File: src/design/arith_consts.svh
// Constants for the binary subtract, multiply and divide unit.
// Assumes an AXI4-Lite master and a word-wide operand memory port.
// Summary of operation
// - Word subtract: accumulator minus 16-bit operand, back into accumulator.
// - Word subtract/multiply operand: one memory word or 0-FFFF immediate.
// - Double subtract: 32-bit accumulator minus 32-bit operand, kept there.
// - Double operand: two consecutive memory words or eight-digit immediate.
// - Zero flag set when accumulator result is zero, else cleared.
// - Borrow16 flag set on borrow out of bit 15.
// - Borrow32 flag set on borrow out of bit 31.
// - Negative flag shows a negative result for every operation but a divide by zero, which leaves it.
// - Word multiply: low accumulator times operand, 32-bit product kept.
// - Word divide: accumulator over 16-bit operand, quotient to accumulator.
// - Word divide writes the remainder into stack level one.
// - Divide operand: one memory word or immediate within 0-FFFF.
// - Divide sets operand overflow when the operand cannot be used.
// - Flags hold until an operation that drives them rewrites them.
// - Operand may also come through a pointer word in memory.
`ifndef ARITH_CONSTS_SVH
`define ARITH_CONSTS_SVH

// ****************************************
// Register word indices (address bits 5:2)
// ****************************************
`define REG_CTRL      4'h0
`define REG_IMM_LO    4'h1
`define REG_IMM_HI    4'h2
`define REG_ACC       4'h3
`define REG_STACK1    4'h4
`define REG_FLAGS     4'h5
`define REG_IRQ_STAT  4'h6
`define REG_IRQ_CLR   4'h7
`define REG_IRQ_EN    4'h8
`define REG_MEM_ADDR  4'h9

// ****************************************
// Field codes and positions
// ****************************************
`define OP_SUBW       2'h0
`define OP_SUBD       2'h1
`define OP_MUL        2'h2
`define OP_DIV        2'h3
`define SRC_MEM       2'h0
`define SRC_PTR       2'h1
`define SRC_IMM       2'h2
`define FLG_ZERO      0
`define FLG_NEG       1
`define FLG_B16       2
`define FLG_B32       3
`define FLG_OVF       4
`define FLG_BUSY      8
`define IRQ_DONE      0
`define IRQ_OVF       1

// ****************************************
// Reset values and counts
// ****************************************
`define ACC_RST       32'h0000_0000
`define FLAGS_RST     5'h00
`define DIV_STEPS     5'h1f
`define RESP_OKAY     2'h0
`define RESP_SLVERR   2'h2

`endif

File: src/design/arith_pkg.sv
// Types shared by the arithmetic unit.
// Assumes arith_consts.svh supplies the numeric constants.
package arith_pkg;
  typedef enum logic [2:0] {
    ST_IDLE,
    ST_PTR,
    ST_FETCH_LO,
    ST_FETCH_HI,
    ST_EXEC,
    ST_DIV
  } state_t;
endpackage

File: src/design/arith_unit.sv
// Accumulator unit for binary subtract, multiply and divide.
// Assumes an AXI4-Lite master and a memory that answers mem_req
// with mem_ack and mem_rdata in the same cycle.
`timescale 1ns/100ps
`include "arith_consts.svh"

module arith_unit
  import arith_pkg::*;
(
  input  wire logic        clk,
  input  wire logic        rst,
  input  wire logic [5:0]  s_axi_awaddr,
  input  wire logic        s_axi_awvalid,
  output logic             s_axi_awready,
  input  wire logic [31:0] s_axi_wdata,
  input  wire logic [3:0]  s_axi_wstrb,
  input  wire logic        s_axi_wvalid,
  output logic             s_axi_wready,
  output logic [1:0]       s_axi_bresp,
  output logic             s_axi_bvalid,
  input  wire logic        s_axi_bready,
  input  wire logic [5:0]  s_axi_araddr,
  input  wire logic        s_axi_arvalid,
  output logic             s_axi_arready,
  output logic [31:0]      s_axi_rdata,
  output logic [1:0]       s_axi_rresp,
  output logic             s_axi_rvalid,
  input  wire logic        s_axi_rready,
  output logic             mem_req,
  output logic [15:0]      mem_addr,
  input  wire logic        mem_ack,
  input  wire logic [15:0] mem_rdata,
  output logic             irq
);

  state_t      state_r;
  logic        aw_hold_r;
  logic        w_hold_r;
  logic [3:0]  awaddr_r;
  logic [31:0] wdata_r;
  logic [3:0]  wstrb_r;
  logic        wr_fire;
  logic        wr_ok;
  logic [1:0]  op_r;
  logic [1:0]  src_r;
  logic [31:0] imm_r;
  logic [15:0] base_r;
  logic [15:0] addr_r;
  logic [31:0] opnd_r;
  logic [31:0] acc_r;
  logic [31:0] stack_r;
  logic [31:0] quo_r;
  logic [15:0] rem_r;
  logic [4:0]  cnt_r;
  logic [4:0]  flags_r;
  logic [1:0]  ist_r;
  logic [1:0]  ien_r;
  logic        start;
  logic        busy;
  logic        div_zero;
  logic        div_last;
  logic        exec_done;
  logic        done_evt;
  logic [31:0] sub_res;
  logic [31:0] mul_res;
  logic [16:0] div_sh;
  logic        div_ge;
  logic [15:0] rem_nxt;
  logic [31:0] quo_nxt;
  logic [31:0] rd_val;
  logic        rd_ok;

  function automatic logic [31:0] merge(input logic [31:0] old,
                                        input logic [31:0] nw,
                                        input logic [3:0]  strb);
    logic [31:0] m;
    m = old;
    for (int i = 0; i < 4; i++) begin
      if (strb[i]) begin
        m[i*8 +: 8] = nw[i*8 +: 8];
      end
    end
    return m;
  endfunction

  // ****************************************
  // AXI4-Lite write channel
  // ****************************************
  assign s_axi_awready = !aw_hold_r && !s_axi_bvalid;
  assign s_axi_wready  = !w_hold_r && !s_axi_bvalid;
  assign wr_fire       = aw_hold_r && w_hold_r && !s_axi_bvalid;
  assign wr_ok         = awaddr_r <= `REG_MEM_ADDR;

  always_ff @(posedge clk or posedge rst) begin
    if (rst) begin
      aw_hold_r    <= 1'b0;
      w_hold_r     <= 1'b0;
      awaddr_r     <= 4'h0;
      wdata_r      <= 32'h0000_0000;
      wstrb_r      <= 4'h0;
      s_axi_bvalid <= 1'b0;
      s_axi_bresp  <= `RESP_OKAY;
    end else begin
      if (s_axi_awvalid && s_axi_awready) begin
        aw_hold_r <= 1'b1;
        awaddr_r  <= s_axi_awaddr[5:2];
      end
      if (s_axi_wvalid && s_axi_wready) begin
        w_hold_r <= 1'b1;
        wdata_r  <= s_axi_wdata;
        wstrb_r  <= s_axi_wstrb;
      end
      if (wr_fire) begin
        aw_hold_r    <= 1'b0;
        w_hold_r     <= 1'b0;
        s_axi_bvalid <= 1'b1;
        s_axi_bresp  <= wr_ok ? `RESP_OKAY : `RESP_SLVERR;
      end else if (s_axi_bready) begin
        s_axi_bvalid <= 1'b0;
      end
    end
  end

  // ****************************************
  // AXI4-Lite read channel
  // ****************************************
  assign s_axi_arready = !s_axi_rvalid;

  always_comb begin
    rd_ok  = 1'b1;
    rd_val = 32'h0000_0000;
    case (s_axi_araddr[5:2])
      `REG_CTRL:     rd_val = {28'h0, src_r, op_r};
      `REG_IMM_LO:   rd_val = {16'h0, imm_r[15:0]};
      `REG_IMM_HI:   rd_val = {16'h0, imm_r[31:16]};
      `REG_ACC:      rd_val = acc_r;
      `REG_STACK1:   rd_val = stack_r;
      `REG_FLAGS:    rd_val = {23'h0, busy, 3'h0, flags_r};
      `REG_IRQ_STAT: rd_val = {30'h0, ist_r};
      `REG_IRQ_CLR:  rd_val = 32'h0000_0000;
      `REG_IRQ_EN:   rd_val = {30'h0, ien_r};
      `REG_MEM_ADDR: rd_val = {16'h0, base_r};
      default:       rd_ok  = 1'b0;
    endcase
  end

  always_ff @(posedge clk or posedge rst) begin
    if (rst) begin
      s_axi_rvalid <= 1'b0;
      s_axi_rdata  <= 32'h0000_0000;
      s_axi_rresp  <= `RESP_OKAY;
    end else if (s_axi_arvalid && s_axi_arready) begin
      s_axi_rvalid <= 1'b1;
      s_axi_rdata  <= rd_val;
      s_axi_rresp  <= rd_ok ? `RESP_OKAY : `RESP_SLVERR;
    end else if (s_axi_rready) begin
      s_axi_rvalid <= 1'b0;
    end
  end

  // ****************************************
  // Command and operand set-up registers
  // ****************************************
  assign busy  = state_r != ST_IDLE;
  // A start while busy is dropped; the running operation owns acc
  assign start = wr_fire && awaddr_r == `REG_CTRL && wstrb_r[0] && !busy;

  always_ff @(posedge clk or posedge rst) begin
    if (rst) begin
      op_r   <= `OP_SUBW;
      src_r  <= `SRC_MEM;
      imm_r  <= 32'h0000_0000;
      base_r <= 16'h0000;
    end else if (wr_fire) begin
      case (awaddr_r)
        `REG_CTRL: begin
          if (start) begin
            op_r  <= wdata_r[1:0];
            src_r <= wdata_r[3:2];
          end
        end
        // Immediate halves are 16 bits; word ops use the low half only
        `REG_IMM_LO: begin
          imm_r[15:0] <= 16'(merge({16'h0, imm_r[15:0]}, wdata_r,
                                   wstrb_r));
        end
        `REG_IMM_HI: begin
          imm_r[31:16] <= 16'(merge({16'h0, imm_r[31:16]}, wdata_r,
                                    wstrb_r));
        end
        `REG_MEM_ADDR: begin
          base_r <= 16'(merge({16'h0, base_r}, wdata_r, wstrb_r));
        end
        default: begin
        end
      endcase
    end
  end

  // ****************************************
  // Arithmetic
  // ****************************************
  // word and double difference
  assign sub_res  = acc_r - opnd_r;
  assign mul_res  = acc_r[15:0] * opnd_r[15:0];
  assign div_zero = opnd_r[15:0] == 16'h0000;
  assign div_sh   = {rem_r, quo_r[31]};
  assign div_ge   = div_sh >= {1'b0, opnd_r[15:0]};
  assign rem_nxt  = div_ge ? 16'(div_sh - {1'b0, opnd_r[15:0]})
                           : div_sh[15:0];
  assign quo_nxt  = {quo_r[30:0], div_ge};
  assign div_last = state_r == ST_DIV && cnt_r == `DIV_STEPS;
  assign exec_done = state_r == ST_EXEC && !(op_r == `OP_DIV && !div_zero);
  assign done_evt = exec_done || div_last;

  // ****************************************
  // Sequencer and datapath
  // ****************************************
  assign mem_req  = state_r == ST_PTR || state_r == ST_FETCH_LO ||
                    state_r == ST_FETCH_HI;
  assign mem_addr = addr_r;

  always_ff @(posedge clk or posedge rst) begin
    if (rst) begin
      state_r <= ST_IDLE;
      addr_r  <= 16'h0000;
      opnd_r  <= 32'h0000_0000;
      acc_r   <= `ACC_RST;
      stack_r <= `ACC_RST;
      quo_r   <= 32'h0000_0000;
      rem_r   <= 16'h0000;
      cnt_r   <= 5'h00;
    end else begin
      case (state_r)
        ST_IDLE: begin
          if (wr_fire && awaddr_r == `REG_ACC) begin
            acc_r <= merge(acc_r, wdata_r, wstrb_r);
          end
          if (wr_fire && awaddr_r == `REG_STACK1) begin
            stack_r <= merge(stack_r, wdata_r, wstrb_r);
          end
          if (start) begin
            addr_r <= base_r;
            if (wdata_r[3:2] == `SRC_MEM) begin
              state_r <= ST_FETCH_LO;
            end else if (wdata_r[3:2] == `SRC_PTR) begin
              state_r <= ST_PTR;
            end else begin
              opnd_r  <= (wdata_r[1:0] == `OP_SUBD) ? imm_r
                         : {16'h0, imm_r[15:0]};
              state_r <= ST_EXEC;
            end
          end
        end
        ST_PTR: begin
          if (mem_ack) begin
            addr_r  <= mem_rdata;
            state_r <= ST_FETCH_LO;
          end
        end
        ST_FETCH_LO: begin
          if (mem_ack) begin
            opnd_r <= {16'h0, mem_rdata};
            if (op_r == `OP_SUBD) begin
              addr_r  <= addr_r + 16'h0001;
              state_r <= ST_FETCH_HI;
            end else begin
              state_r <= ST_EXEC;
            end
          end
        end
        ST_FETCH_HI: begin
          if (mem_ack) begin
            opnd_r[31:16] <= mem_rdata;
            state_r       <= ST_EXEC;
          end
        end
        ST_EXEC: begin
          state_r <= ST_IDLE;
          case (op_r)
            `OP_SUBW, `OP_SUBD: acc_r <= sub_res;
            `OP_MUL:            acc_r <= mul_res;
            default: begin
              // zero divisor leaves acc and stack
              if (!div_zero) begin
                quo_r   <= acc_r;
                rem_r   <= 16'h0000;
                cnt_r   <= 5'h00;
                state_r <= ST_DIV;
              end
            end
          endcase
        end
        ST_DIV: begin
          // Restoring divide, one quotient bit per cycle to save area
          quo_r <= quo_nxt;
          rem_r <= rem_nxt;
          cnt_r <= cnt_r + 5'h01;
          if (div_last) begin
            acc_r   <= quo_nxt;
            stack_r <= {16'h0, rem_nxt};
            state_r <= ST_IDLE;
          end
        end
        default: state_r <= ST_IDLE;
      endcase
    end
  end

  // ****************************************
  // Status flags
  // ****************************************
  // only the flags an operation drives change
  always_ff @(posedge clk or posedge rst) begin
    if (rst) begin
      flags_r <= `FLAGS_RST;
    end else if (exec_done) begin
      if (op_r == `OP_DIV) begin
        flags_r[`FLG_OVF] <= 1'b1;
      end else begin
        flags_r[`FLG_ZERO] <= (op_r == `OP_MUL) ? mul_res == 32'h0
                                                : sub_res == 32'h0;
        flags_r[`FLG_NEG]  <= (op_r == `OP_MUL) ? mul_res[31]
                                                : sub_res[31];
        if (op_r != `OP_MUL) begin
          // borrow out of bit 15 and bit 31
          flags_r[`FLG_B16] <= acc_r[15:0] < opnd_r[15:0];
          flags_r[`FLG_B32] <= acc_r < opnd_r;
        end
      end
    end else if (div_last) begin
      flags_r[`FLG_ZERO] <= quo_nxt == 32'h0;
      flags_r[`FLG_NEG]  <= quo_nxt[31];
      flags_r[`FLG_OVF]  <= 1'b0;
    end
  end

  // ****************************************
  // Interrupt status, clear and enable
  // ****************************************
  always_ff @(posedge clk or posedge rst) begin
    if (rst) begin
      ist_r <= 2'h0;
      ien_r <= 2'h0;
    end else begin
      if (wr_fire && awaddr_r == `REG_IRQ_EN && wstrb_r[0]) begin
        ien_r <= wdata_r[1:0];
      end
      // Set beats clear so an event in the clear cycle survives
      for (int i = 0; i < 2; i++) begin
        if (wr_fire && awaddr_r == `REG_IRQ_CLR && wstrb_r[0] &&
            wdata_r[i]) begin
          ist_r[i] <= 1'b0;
        end
      end
      if (done_evt) begin
        ist_r[`IRQ_DONE] <= 1'b1;
      end
      if (exec_done && op_r == `OP_DIV) begin
        ist_r[`IRQ_OVF] <= 1'b1;
      end
    end
  end

  assign irq = |(ist_r & ien_r);
endmodule

File: config.mk
export PLATFORM = sky130hd
export DESIGN_NAME = arith_unit
export DESIGN_NICKNAME = d
export VERILOG_FILES = /design/src/design/arith_pkg.sv /design/src/design/arith_unit.sv
export VERILOG_INCLUDE_DIRS = /design/src /design/src/design
export SDC_FILE = /design/constraint.sdc
export NUM_CORES = 2
export LEC_CHECK = 0
export BUFFER_PORTS_ARGS = -buffer_cell sky130_fd_sc_hd__buf_2
export CORE_MARGIN = 2
export CORE_UTILIZATION = 30
export CTS_CLUSTER_DIAMETER = 40
export CTS_CLUSTER_SIZE = 8
export DETAILED_ROUTE_END_ITERATION = 8
export MAX_ROUTING_LAYER = met4
export PLACE_DENSITY = 0.5
export SYNTH_ARGS = -nofsm -noshare
export SYNTH_HDL_FRONTEND = slang
export SYNTH_SLANG_ARGS = --single-unit
File: constraint.sdc
create_clock -name clk -period 14 [get_ports clk]
set_input_delay 1.4 -clock clk [delete_from_list [all_inputs] [get_ports clk]]
set_output_delay 1.4 -clock clk [all_outputs]
set_load 0.01 [all_outputs]
==> results.json <==
{
  "drt_wl_total_um": 91400,
  "worst-endpoint-arrival_ns": 8.38,
  "finalSetupTns_ns": 0,
  "fp.dieH_um": 298,
  "critical-path-slowest-cell": "sky130_fd_sc_hd__xnor2_1",
  "mostFrequentLayoutCell": "sky130_fd_sc_hd__nand2_1",
  "synth-warning-count": 0,
  "postCtsHoldBufs": 0,
  "critical_path.max_stage_delay_ns": 0.77,
  "maxCapViolations": 0,
  "flow.area_growth_from_synthesis_pct": 12.5,
  "netlist.top_cell.by_area": "sky130_fd_sc_hd__dfrtp_1",
  "starting_utilization_of_the_core_area_pct": 30.4,
  "cts.sink_count": 307,
  "min_path_type": "reg -> reg",
  "tritoncts": "done",
  "postSynthAreaPerCell_um2": 8.88,
  "crit_path_max_fanout": 12,
  "placeableCoreArea_um2": 85400,
  "cts_resized": 0,
  "grt_first_pass_wirelength_um": 140000,
  "antenna_violations_before_repair": 0,
  "row_count": 107,
  "number_of_global_route_vias_before_repair": 22100,
  "post_cts_buffers": 0,
  "count_of_routing_violations_after_the_opening_detailed_route_iteration": 1544,
  "routed_via_density": 5.33,
  "clockBufferDepth": 3,
  "finalCritPeriodShare_pct": 56.5,
  "ant_nets": 0,
  "synth_top_cell_area_share_pct": 29.6,
  "nets": 3405,
  "synth.distinct_cells": 81,
  "clk_latency_ns": 0.58,
  "cts.root.buffer_cell": "sky130_fd_sc_hd__clkbuf_16",
  "clkTransAtPathRegs_ns": 0.05,
  "h_tree_levels": 2,
  "ios": 131,
  "layout_common_cells": "465 x sky130_fd_sc_hd__nand2_1, 307 x sky130_fd_sc_hd__dfrtp_1, 291 x sky130_fd_sc_hd__inv_1",
  "dp_hpwl_um": 68000,
  "criticalPathCategory": "reg -> reg",
  "relSlewSlack_pct": 22.0,
  "required_ns": 14.47,
  "synth-edff-count": 0,
  "die_area_um2": 88800,
  "ys.flop_type": "sky130_fd_sc_hd__dfrtp_1",
  "netlist_area_um2": 25900,
  "synth_sequential_area_ratio_pct": 29.6,
  "grt_max_degree": 120,
  "route.detailed.wl_per_inst_um": 22.1,
  "final_layout_size_suffix_gt1_share_pct": 12.5,
  "layout.cell_area.non_filler_um2": 29200,
  "routabilityCongestion": 0.921,
  "synthTopCellsByArea": "sky130_fd_sc_hd__dfrtp_1 30%, sky130_fd_sc_hd__fa_1 15%, sky130_fd_sc_hd__ha_1 8.3%",
  "ffs_latches_synth": 307,
  "grt_remaining_overflow": 0,
  "slew_violations": 0,
  "drt_pre_antenna_iters": 6,
  "critical_path.startpoint_type": "flop",
  "finalCriticalPeriod_ns": 7.91,
  "timing.critical_path.to_type": "flop",
  "synthArstFlopShare_pct": 100,
  "worst_hold_slack_ns": 0.472,
  "grt_use_total_pct": 21.1,
  "worstMarginPinSlew_ns": 1.17,
  "fp.dieW_um": 298,
  "via_count": 22000,
  "io_buffer_count": 124,
  "timing.critical_path.cells": "inv_1 -> nor2_1 -> ha_1 -> inv_1 -> fa_1 -> inv_1 -> fa_1 -> fa_1 -> fa_1 -> inv_1 -> fa_1 -> inv_1 -> ha_1 -> nand2_1 -> nor2_1 -> o2bb2ai_1 -> a41oi_2 -> o31ai_1 -> a21oi_2 -> o21ai_1 -> a21oi_1 -> xnor2_1 -> nand2_1 -> o31ai_2",
  "timing.final.hold_violations": 0,
  "setup_viol": 0,
  "drc": 0,
  "clock_skew_ns": 0.0292,
  "cts_made_buffers": 48,
  "max_clock_freq_ghz": 0.126,
  "synthCells": 2919,
  "outcome": "finished clean",
  "post_dp_cell_area_um2": 27700,
  "grt_setup_unrepaired": "false"
}
[path summary, 6_finish.rpt]
path | to | depth (start not counted) | slack [ns] | start
setup / recovery | flags_r[0] | 24 | 6.09 | acc_r[0]
hold / removal | s_axi_rdata[7] | 2 | 0.47 | s_axi_rdata[7]
setup reg to reg | flags_r[0] | 24 | 6.09 | acc_r[0]
hold reg to reg | s_axi_rdata[7] | 2 | 0.47 | s_axi_rdata[7]
max in group asynchronous | flags_r[0] | 3 | 11.56 | rst
min in group asynchronous | wdata_r[2] | 2 | 0.99 | rst
[stage by stage]
stage	setup slack [ns]	std cells	util, %
final	6.09	4128	34.1
after global routing	5.80	4125	34.1
after CTS	6.12	4125	34.1
after detailed placement	6.14	4060	32.5
after global placement	6.18	4060	32.5
after floorplan	4.11	2920	-
[synthesized netlist by cell type (10+ instances only)]
cell type                  instances
sky130_fd_sc_hd__a22oi_1          85
sky130_fd_sc_hd__nand4_1          22
sky130_fd_sc_hd__nand3_1          38
sky130_fd_sc_hd__and2_1          103
sky130_fd_sc_hd__and3_1           16
sky130_fd_sc_hd__a221oi_1         39
sky130_fd_sc_hd__xor2_1           14
sky130_fd_sc_hd__o21a_1           14
sky130_fd_sc_hd__a211oi_1         16
sky130_fd_sc_hd__nand2_1         466
sky130_fd_sc_hd__a21o_1           33
sky130_fd_sc_hd__xnor2_1          44
sky130_fd_sc_hd__ha_1            171
sky130_fd_sc_hd__a31oi_1          40
sky130_fd_sc_hd__nor2_1          166
sky130_fd_sc_hd__nor3_1           34
sky130_fd_sc_hd__nor4_1           24
sky130_fd_sc_hd__a222oi_1         15
sky130_fd_sc_hd__fa_1            196
sky130_fd_sc_hd__o21ai_0         166
sky130_fd_sc_hd__o21ai_1          10
sky130_fd_sc_hd__o221ai_1         18
sky130_fd_sc_hd__inv_1           292
sky130_fd_sc_hd__clkbuf_1        168
sky130_fd_sc_hd__a21oi_1         129
sky130_fd_sc_hd__dfrtp_1         307
sky130_fd_sc_hd__nor3b_1          10
sky130_fd_sc_hd__mux2_2           99
sky130_fd_sc_hd__nand2b_1         11
sky130_fd_sc_hd__mux2i_1          13
sky130_fd_sc_hd__nor2b_1          20
[registers in the layout (all words and copies together) (netlist names), 3 cells and up]
signal       cells
flags_r          5
base_r          16
acc_r           32
mem_addr        16
quo_r           32
cnt_r            5
state_r          3
rem_r           16
s_axi_rdata     32
wdata_r         32
awaddr_r         4
stack_r         32
opnd_r          32
wstrb_r          4
imm_r           32
[layer usage]
metal	GRT usage [%]	up-vias	wire, µm	share of wire, %
li1	-	10100	-	-
met1	28.2	11100	41600	45
met2	33.1	666	41700	46
met3	1.68	153	4010	4.4
met4	8.76	0	4130	4.5
met5	-	-	0	0
[cell type report]
type                            count  area [µm²]
Antenna cell                        3        7.51
Clock buffer                       57        1270
Clock inverter                      8         129
Fill cell                        9097       56300
Inverter                          293        1110
Multi-Input combinational cell   2140       16500
Sequential cell                   307        7680
Tap cell                         1144        1430
Timing Repair Buffer              176        1010
[critical path, delay by kind of cell, from the launching register on]
family,cells,cell delay [ns]
compound gates,7,1.72
xor+xnor,1,0.77
fa+ha+maj,7,3.10
flops,1,0.72
simple gates,4,0.91
buf+inv,5,0.60
[cell families (layout without fill, tap and decap cells)]
kind of cell | after synthesis | after routing | share of synthesized area, %
AOI/OAI and AO/OA | 654 | 654 | 16.7
xor gates and xnor gates | 58 | 58 | 1.96
adders and majority gates | 367 | 367 | 23.4
buffers and inverters | 473 | 534 | 6.89
DFF | 307 | 307 | 29.6
muxes | 112 | 112 | 4.80
other | 1 | 5 | 0.0145
and+or+nand+nor | 947 | 947 | 16.6
Power is not shown: default switching activity piles up to over one toggle a cycle in this logic, so the estimate is an artifact.
